## src/rtl/rst_intr_pkg.sv

```systemverilog
// Functional notes
// - Reset input accepted anytime; a missed sample adds one cycle of delay.
// - Read/write direction output floats for the whole time reset is held; here it floats from the next clock edge.
// - Boot select low: reset vector fetched twice, seven wait states each.
// - Boot select high: reset vector fetched twice, no wait states.
// - Reset low at once floats flag, serial and timer pins, no clock needed; here they float on the next clock edge.
// - During reset memory and peripheral strobes are driven high on phase three.
// - During reset data bus released to high impedance, timed from phase one; here it is released on the next clock edge.
// - During reset address bus released to high impedance, timed from phase three; here it is released on the next clock edge.
// - During reset acknowledge strobe driven high, synchronous to phase one; here it goes high on the next clock edge.
// - Acknowledge strobe stays active for whole bus cycle, stretched by wait states.
// - Acknowledge asserts at decode start, deasserts at read phase start.
// - Stretched decode phase still gives only one cycle of acknowledge low; here it stays low until the read start is taken, through every wait state.
package rst_intr_pkg;

  localparam int NUM_INTR        = 4;
  localparam int RESET_MIN_CYC   = 10;
  localparam logic [2:0] BOOT_WAIT_PROC = 3'h7;
  localparam logic [2:0] BOOT_WAIT_ONCHIP = 3'h0;
  localparam logic [1:0] VECTOR_FETCHES = 2'h2;
  localparam logic [3:0] RST_CNT_RESET = 4'h0;

  typedef enum logic [2:0] {
    SEQ_RESET = 3'b000,
    SEQ_SYNC  = 3'b001,
    SEQ_FETCH = 3'b010,
    SEQ_WAIT  = 3'b011,
    SEQ_RUN   = 3'b100
  } seq_state_type;

  typedef enum logic [1:0] {
    ACK_IDLE = 2'b00,
    ACK_LOW  = 2'b01,
    ACK_HOLD = 2'b10
  } ack_state_type;

  typedef struct packed {
    logic mem_strobe_oe;
    logic periph_strobe_oe;
    logic rw_oe;
    logic data_oe;
    logic addr_oe;
    logic async_pins_oe;
  } drive_type;

endpackage : rst_intr_pkg

```

## src/rtl/reset_and_interrupt_ack.sv

```systemverilog
`timescale 1ns/100ps
`default_nettype none
module reset_and_interrupt_ack (
  input  wire logic                               CLK_SYS,
  input  wire logic                               NRST,
  input  wire logic                               PH1_FALL,
  input  wire logic                               PH1_RISE,
  input  wire logic                               PH3_EDGE,
  input  wire logic                               BOOT_MODE_SELECT,
  input  wire logic [rst_intr_pkg::NUM_INTR-1:0]  EXT_INTR_REQ_N,
  input  wire logic [rst_intr_pkg::NUM_INTR-1:0]  INTR_EDGE_MODE,
  input  wire logic [rst_intr_pkg::NUM_INTR-1:0]  INTR_CLEAR,
  input  wire logic                               ACK_DECODE_START,
  input  wire logic                               ACK_READ_START,
  input  wire logic                               BUS_WAIT,
  output logic                                    INTR_ACK_STROBE_N,
  output logic                                    MEM_BANK_STROBE_N,
  output logic                                    PERIPH_STROBE_N,
  output logic                                    STROBE_OE,
  output logic                                    RW_OE,
  output logic                                    DATA_OE,
  output logic                                    ADDR_OE,
  output logic                                    ASYNC_PINS_OE,
  output logic                                    VECTOR_FETCH,
  output logic [2:0]                              FETCH_WAIT_STATES,
  output logic                                    CPU_RUN,
  output logic [rst_intr_pkg::NUM_INTR-1:0]       INTR_PENDING
);

  ////////////////////////////////////////////////////////////////////////////
  // Reset sequencing
  rst_intr_pkg::seq_state_type seq_reg;
  rst_intr_pkg::seq_state_type seq_next;
  logic [1:0]                  fetch_cnt_reg;
  logic [2:0]                  wait_cnt_reg;
  logic [2:0]                  wait_load;
  logic                        boot_reg;
  rst_intr_pkg::drive_type     drv_reg;
  logic                        in_reset_state;
  logic                        in_fetch_state;
  logic                        in_wait_state;
  logic                        no_wait_boot;
  logic                        last_wait;
  logic                        fetch_done;
  logic                        wait_done;
  logic                        bus_cycle_next;
  logic                        fetch_next;
  logic                        run_next;

  // Wait states chosen by the boot strap caught at release
  assign wait_load = boot_reg ? rst_intr_pkg::BOOT_WAIT_ONCHIP
                              : rst_intr_pkg::BOOT_WAIT_PROC;

  // State decodes shared by the sequencer and the bus drivers
  assign in_reset_state = (seq_reg == rst_intr_pkg::SEQ_RESET);
  assign in_fetch_state = (seq_reg == rst_intr_pkg::SEQ_FETCH);
  assign in_wait_state  = (seq_reg == rst_intr_pkg::SEQ_WAIT);
  assign no_wait_boot   = (wait_load == rst_intr_pkg::BOOT_WAIT_ONCHIP);
  assign last_wait      = (wait_cnt_reg == 3'h1);

  // Boot ends after the second fetch, or after the last wait that follows it
  assign fetch_done = in_fetch_state && (fetch_cnt_reg == 2'h1) && no_wait_boot;
  assign wait_done  = in_wait_state && last_wait && (fetch_cnt_reg == 2'h0);

  // Release only counts on a phase-one fall; a missed one costs a cycle
  always_comb begin
    seq_next = seq_reg;
    case (seq_reg)
      rst_intr_pkg::SEQ_RESET: if (PH1_FALL) seq_next = rst_intr_pkg::SEQ_SYNC;
      rst_intr_pkg::SEQ_SYNC:  seq_next = rst_intr_pkg::SEQ_FETCH;
      rst_intr_pkg::SEQ_FETCH: seq_next = no_wait_boot ? rst_intr_pkg::SEQ_FETCH : rst_intr_pkg::SEQ_WAIT;
      rst_intr_pkg::SEQ_WAIT:  if (last_wait) seq_next = rst_intr_pkg::SEQ_FETCH;
      rst_intr_pkg::SEQ_RUN:   seq_next = rst_intr_pkg::SEQ_RUN;
      default:                 seq_next = rst_intr_pkg::SEQ_RESET;
    endcase
    // Either way of finishing the boot overrides the per-state choice
    if (fetch_done || wait_done)
      seq_next = rst_intr_pkg::SEQ_RUN;
  end

  // Look-ahead decodes so the registered outputs line up with the state
  assign bus_cycle_next = (seq_next == rst_intr_pkg::SEQ_FETCH) || (seq_next == rst_intr_pkg::SEQ_WAIT);
  assign fetch_next     = (seq_next == rst_intr_pkg::SEQ_FETCH);
  assign run_next       = (seq_next == rst_intr_pkg::SEQ_RUN);

  // Sequencer state; the reset is synchronous, so pin floating follows the next edge
  always_ff @(posedge CLK_SYS) begin
    if (!NRST) begin
      seq_reg       <= rst_intr_pkg::SEQ_RESET;
      fetch_cnt_reg <= rst_intr_pkg::VECTOR_FETCHES;
      wait_cnt_reg  <= 3'h0;
      boot_reg      <= 1'b0;
    end else begin
      seq_reg <= seq_next;
      if (in_reset_state)
        boot_reg <= BOOT_MODE_SELECT;
      if (in_fetch_state) begin
        fetch_cnt_reg <= fetch_cnt_reg - 2'h1;
        wait_cnt_reg  <= wait_load;
      end else if (in_wait_state) begin
        wait_cnt_reg <= wait_cnt_reg - 3'h1;
      end
    end
  end

  // Bus drivers: strobes and address on phase three, data and direction on phase one.
  // Strobes must stay driven high through reset, so their enables are never cleared;
  // there is no bus hold logic here that would ever want them released.
  always_ff @(posedge CLK_SYS) begin
    if (PH3_EDGE) begin
      drv_reg.mem_strobe_oe    <= 1'b1;
      drv_reg.periph_strobe_oe <= 1'b1;
    end
    if (!NRST) begin
      drv_reg.rw_oe         <= 1'b0;
      drv_reg.data_oe       <= 1'b0;
      drv_reg.addr_oe       <= 1'b0;
      drv_reg.async_pins_oe <= 1'b0;
    end else begin
      drv_reg.async_pins_oe <= 1'b1;
      if (PH3_EDGE)
        drv_reg.addr_oe <= !in_reset_state;
      if (PH1_RISE) begin
        drv_reg.data_oe <= !in_reset_state;
        drv_reg.rw_oe   <= !in_reset_state;
      end
    end
  end

  // Memory strobe low through the vector fetches and their waits, high once the core runs; peripheral strobe always high
  always_ff @(posedge CLK_SYS) begin
    if (!NRST) begin
      MEM_BANK_STROBE_N <= 1'b1;
      PERIPH_STROBE_N   <= 1'b1;
      VECTOR_FETCH      <= 1'b0;
      FETCH_WAIT_STATES <= 3'h0;
      CPU_RUN           <= 1'b0;
    end else begin
      MEM_BANK_STROBE_N <= ~bus_cycle_next;
      PERIPH_STROBE_N   <= 1'b1;
      VECTOR_FETCH      <= fetch_next;
      FETCH_WAIT_STATES <= wait_load;
      CPU_RUN           <= run_next;
    end
  end

  // Enables leave straight from their flops
  assign STROBE_OE     = drv_reg.mem_strobe_oe;
  assign RW_OE         = drv_reg.rw_oe;
  assign DATA_OE       = drv_reg.data_oe;
  assign ADDR_OE       = drv_reg.addr_oe;
  assign ASYNC_PINS_OE = drv_reg.async_pins_oe;

  ////////////////////////////////////////////////////////////////////////////
  // Interrupt inputs, one slice per line
  genvar gi;
  generate
    for (gi = 0; gi < rst_intr_pkg::NUM_INTR; gi++) begin : g_intr
      logic sync1_reg;
      logic sync2_reg;
      logic prev_reg;
      logic pend_reg;
      logic fall_det;
      assign fall_det = prev_reg & ~sync2_reg;

      // First stage feeds only the second; sampling on phase-one fall
      always_ff @(posedge CLK_SYS) begin
        if (!NRST) begin
          sync1_reg <= 1'b1;
          sync2_reg <= 1'b1;
          prev_reg  <= 1'b1;
          pend_reg  <= 1'b0;
        end else begin
          if (PH1_FALL) begin
            sync1_reg <= EXT_INTR_REQ_N[gi];
            sync2_reg <= sync1_reg;
            prev_reg  <= sync2_reg;
          end
          // Level lines keep no memory: a long request simply shows as a long pending
          // A new edge wins over a clear in the same cycle
          if (INTR_EDGE_MODE[gi])
            pend_reg <= (PH1_FALL & fall_det) | (pend_reg & ~INTR_CLEAR[gi]);
          else
            pend_reg <= ~sync2_reg;
        end
      end
      assign INTR_PENDING[gi] = pend_reg;
    end
  endgenerate

  ////////////////////////////////////////////////////////////////////////////
  // Acknowledge strobe
  rst_intr_pkg::ack_state_type ack_reg;
  rst_intr_pkg::ack_state_type ack_next;
  logic                        decode_taken;
  logic                        read_taken;

  // Starts only count on a phase-one rise; a read start under wait is not taken,
  // which is what stretches the strobe by every inserted wait state
  assign decode_taken = PH1_RISE && ACK_DECODE_START;
  assign read_taken   = PH1_RISE && ACK_READ_START && !BUS_WAIT;

  // Low from decode start to read start; wait states only hold the read start back
  always_comb begin
    ack_next = ack_reg;
    case (ack_reg)
      rst_intr_pkg::ACK_IDLE: if (decode_taken) ack_next = rst_intr_pkg::ACK_LOW;
      rst_intr_pkg::ACK_LOW:  if (read_taken)
                                ack_next = rst_intr_pkg::ACK_HOLD;
      rst_intr_pkg::ACK_HOLD: ack_next = rst_intr_pkg::ACK_IDLE;
      default:                ack_next = rst_intr_pkg::ACK_IDLE;
    endcase
  end

  // Strobe forced high throughout reset
  always_ff @(posedge CLK_SYS) begin
    if (!NRST) begin
      ack_reg           <= rst_intr_pkg::ACK_IDLE;
      INTR_ACK_STROBE_N <= 1'b1;
    end else begin
      ack_reg           <= ack_next;
      INTR_ACK_STROBE_N <= ~(ack_next == rst_intr_pkg::ACK_LOW);
    end
  end

endmodule // reset_and_interrupt_ack
`default_nettype wire

```

## config.mk

```make
export PLATFORM = sky130hd
export DESIGN_NAME = reset_and_interrupt_ack
export DESIGN_NICKNAME = d
export VERILOG_FILES = /design/src/rtl/rst_intr_pkg.sv /design/src/rtl/reset_and_interrupt_ack.sv
export SDC_FILE = /design/constraint.sdc
export NUM_CORES = 1
export LEC_CHECK = 0
export BUFFER_PORTS_ARGS = -buffer_cell sky130_fd_sc_hd__buf_2
export CORE_MARGIN = 8
export CORE_UTILIZATION = 55
export DETAILED_ROUTE_END_ITERATION = 10
export GPL_ROUTABILITY_DRIVEN = 0
export PLACE_DENSITY_LB_ADDON = 0.3
export SLEW_MARGIN = 20
export SYNTH_ARGS = -nofsm -noshare
export SYNTH_HDL_FRONTEND = slang
export SYNTH_SLANG_ARGS = --single-unit
export TNS_END_PERCENT = 50
```

## constraint.sdc

```tcl
create_clock -name CLK_SYS -period 3.4 [get_ports CLK_SYS]
set_input_delay 0.17 -clock CLK_SYS [delete_from_list [all_inputs] [get_ports CLK_SYS]]
set_output_delay 0.17 -clock CLK_SYS [all_outputs]
set_load 0.1 [all_outputs]
```

==> flow_summary.json <==
{
  "nets": 202,
  "grt_max_degree": 33,
  "synth_compound_area_share_pct": 12.7,
  "grt_overflow_total": 0,
  "post_cts_buffers": 0,
  "yosysSeqAreaShare_pct": 47.7,
  "htree_levels": 2,
  "tns_ns": 0,
  "hold_buffers": 0,
  "peakVddDrop_v": 0.000473,
  "max_freq_mhz": 758,
  "num-fill-cells": 217,
  "power_mw": 0.943,
  "fp.dieW_um": 67.7,
  "p_per_area_nw_per_um2": 569,
  "post_cts_resized": 0,
  "critical_path_buf_inv_count": 1,
  "via_per_inst": 5.16,
  "yosys.area_share.simple_pct": 17.7,
  "grt_pass1_vias": 1090,
  "p_leak_nw": 0.814,
  "synthCells": 150,
  "tritoncts": "yes",
  "startpoint": "DATA_OE$_SDFFE_PN0P_",
  "cts_buffers": 5,
  "synthMuxAreaShare_pct": 8.86,
  "synth_top_area_share_pct": 47.7,
  "antenna_cells": 0,
  "cp.depth": 1,
  "clock-sinks": 35,
  "num_vias": 1073,
  "dp.cells": 200,
  "rr_worst_depth": 3,
  "drt_iter0_drc": 43,
  "critPathCaptureType": "primary output",
  "synthXorXnorAreaFrac_pct": 0,
  "routedWlPerCell_um": 12.6,
  "setup_viol": 0,
  "crit_type": "flop to primary output",
  "cp-start-kind": "flop",
  "reg2reg_slack_ns": 2.13,
  "final.period_utilization_pct": 38.8,
  "syn-mean-instance-area_um2": 9.79,
  "grt_antenna_before_repair": 0,
  "synth_top_family_by_area": "simple AND/OR/NAND/NOR gates",
  "critPathSlowestCell": "buf_2",
  "r2r_end": "boot_reg$_SDFFE_PN0P_",
  "rsz0062_at_grt": "false",
  "dr.pass1.iters": 4,
  "hold_violations": 0,
  "final_cell_mix": "35 x dfxtp_1, 35 x buf_2, 22 x nand2_1",
  "grt_use_total_pct": 12.7,
  "area_delta_synth_final_pct": 12.9,
  "path_cells": "buf_2",
  "dpl.hpwl_um": 1900,
  "status": "completed",
  "synthAdderAreaFrac_pct": 3.41,
  "clkLatencyLatePin_ns": 0.35,
  "cts.path.max_buffers": 2,
  "max_cap_viol_count": 0,
  "netlist_area_um2": 1470,
  "layout-drive-gt1-share_pct": 27.0,
  "reg2reg_from": "seq_reg[0]$_SDFF_PN0_",
  "placementRows": 18,
  "cp_top_family": "buffers and inverters",
  "synth.ff_latch_count": 35,
  "critPathRequiredTime_ns": 3.23,
  "fin_crit_ns": 1.32,
  "ios": 38,
  "clkTransAtPathRegs_ns": 0.12,
  "synth.distinct_cells": 34,
  "max_stage_delay_ns": 0.44,
  "setup.worst_path.end": "DATA_OE",
  "core_area_um2": 2500,
  "drc": 0,
  "grt_pass1_wl_um": 4420,
  "worstPathMaxFanout": 3,
  "wl_um": 2620,
  "start_util_pct": 58.8,
  "die_y_um": 67.7,
  "io_buffers": 35,
  "root_buffer": "clkbuf_4",
  "final_cells": 208,
  "hold_path.class": "input port to flop",
  "synth_area_leader_cell": "dfxtp_1",
  "drv_slew": 0,
  "detail-route-antenna-nets": 0,
  "clock-skew-final_ns": 0.0124,
  "cp.arrival_ns": 1.15,
  "yosys-top-cells-area": "dfxtp_1 48%, mux2i_1 8.9%, nand2_1 5.6%, buf_4 5.1%, ha_1 3.4%",
  "yosys_warnings": 0,
  "die_area_um2": 4580
}
-- cell usage after synthesis --
| library cell | number |
|---|---|
| nand4b_1 | 2 |
| buf_2 | 2 |
| and2b_2 | 1 |
| nor3b_1 | 1 |
| or2_2 | 1 |
| nor4bb_1 | 1 |
| o2111ai_1 | 1 |
| nor2b_1 | 5 |
| buf_4 | 10 |
| and3b_1 | 4 |
| clkbuf_1 | 3 |
| o211a_1 | 2 |
| dfxtp_1 | 35 |
| o311ai_0 | 1 |
| and2_1 | 1 |
| o21a_1 | 4 |
| buf_6 | 1 |
| a21boi_1 | 3 |
| and4bb_2 | 1 |
| nand2_1 | 22 |
| nand2b_1 | 2 |
| mux2i_1 | 13 |
| or3_1 | 1 |
| o21ai_0 | 2 |
| nand3b_1 | 2 |
| conb_1 | 1 |
| o22ai_1 | 3 |
| nor3_1 | 1 |
| ha_1 | 4 |
| nor2_1 | 1 |
| inv_1 | 8 |
| a21boi_0 | 1 |
| a21oi_1 | 8 |
| a211o_2 | 2 |
-- per-layer routing --
metal	up-vias	track usage [%]	share of wire, %
li1	553	-	-
met1	482	13.8	47
met2	32	19.1	42
met3	6	6.79	8.8
met4	0	7.57	2.1
met5	-	0	0
-- final cells by class --
class                   count  area (um^2)  share of cell area [%]
inverters                   8         30.0                    1.81
flip-flops and latches     35          701                    42.2
multi-input cells          92          634                    38.2
clock inverters             3         43.8                    2.64
clock buffers               5         37.5                    2.26
well taps                  30         37.5                    2.26
repair buffers             35          175                    10.6
-- power breakdown --
group	total, mW	internal (mW)	switching [mW]
logic	0.191	0.0506	0.140
registers	0.453	0.435	0.0183
clock network	0.299	0.155	0.145
total	0.943	0.640	0.303
-- stage by stage --
| step | hold slack, ns | area [um^2] | worst slack [ns] | utilization, % |
|---|---|---|---|---|
| 2_1_floorplan | 0.198 | 1470 | 1.86 | - |
| 3_3_place_gp | 0.387 | 1580 | 2.18 | 63.1 |
| 3_5_place_dp | 0.394 | 1580 | 2.11 | 63.1 |
| 4_1_cts | 0.00947 | 1660 | 2.05 | 66.4 |
| 5_1_grt | 0.0265 | 1660 | 1.99 | 66.4 |
| 6_report | 0.0300 | 1660 | 2.08 | 66.4 |
-- kinds of logic after synthesis --
logic type      after synthesis
other cells                   1
mux                          13
compound gates               27
flops                        35
simple gates                 46
fa+ha+maj                     4
buf+inv                      24
-- worst min path at each step --
stage	slack, ns	depth (start not counted)	to	startpoint
after floorplan	0.20	0	ASYNC_PINS_OE$_DFF_P_	NRST
after global placement	0.39	3	g_intr[3].sync1_reg$_SDFFE_PN1P_	EXT_INTR_REQ_N[3]
after detailed placement	0.39	3	g_intr[2].sync1_reg$_SDFFE_PN1P_	EXT_INTR_REQ_N[2]
after CTS	0.009	3	g_intr[3].sync1_reg$_SDFFE_PN1P_	EXT_INTR_REQ_N[3]
after global routing	0.03	3	g_intr[3].sync1_reg$_SDFFE_PN1P_	EXT_INTR_REQ_N[3]
final	0.03	3	g_intr[3].sync1_reg$_SDFFE_PN1P_	EXT_INTR_REQ_N[3]
Note: power is estimated with default switching activity, not from simulation.
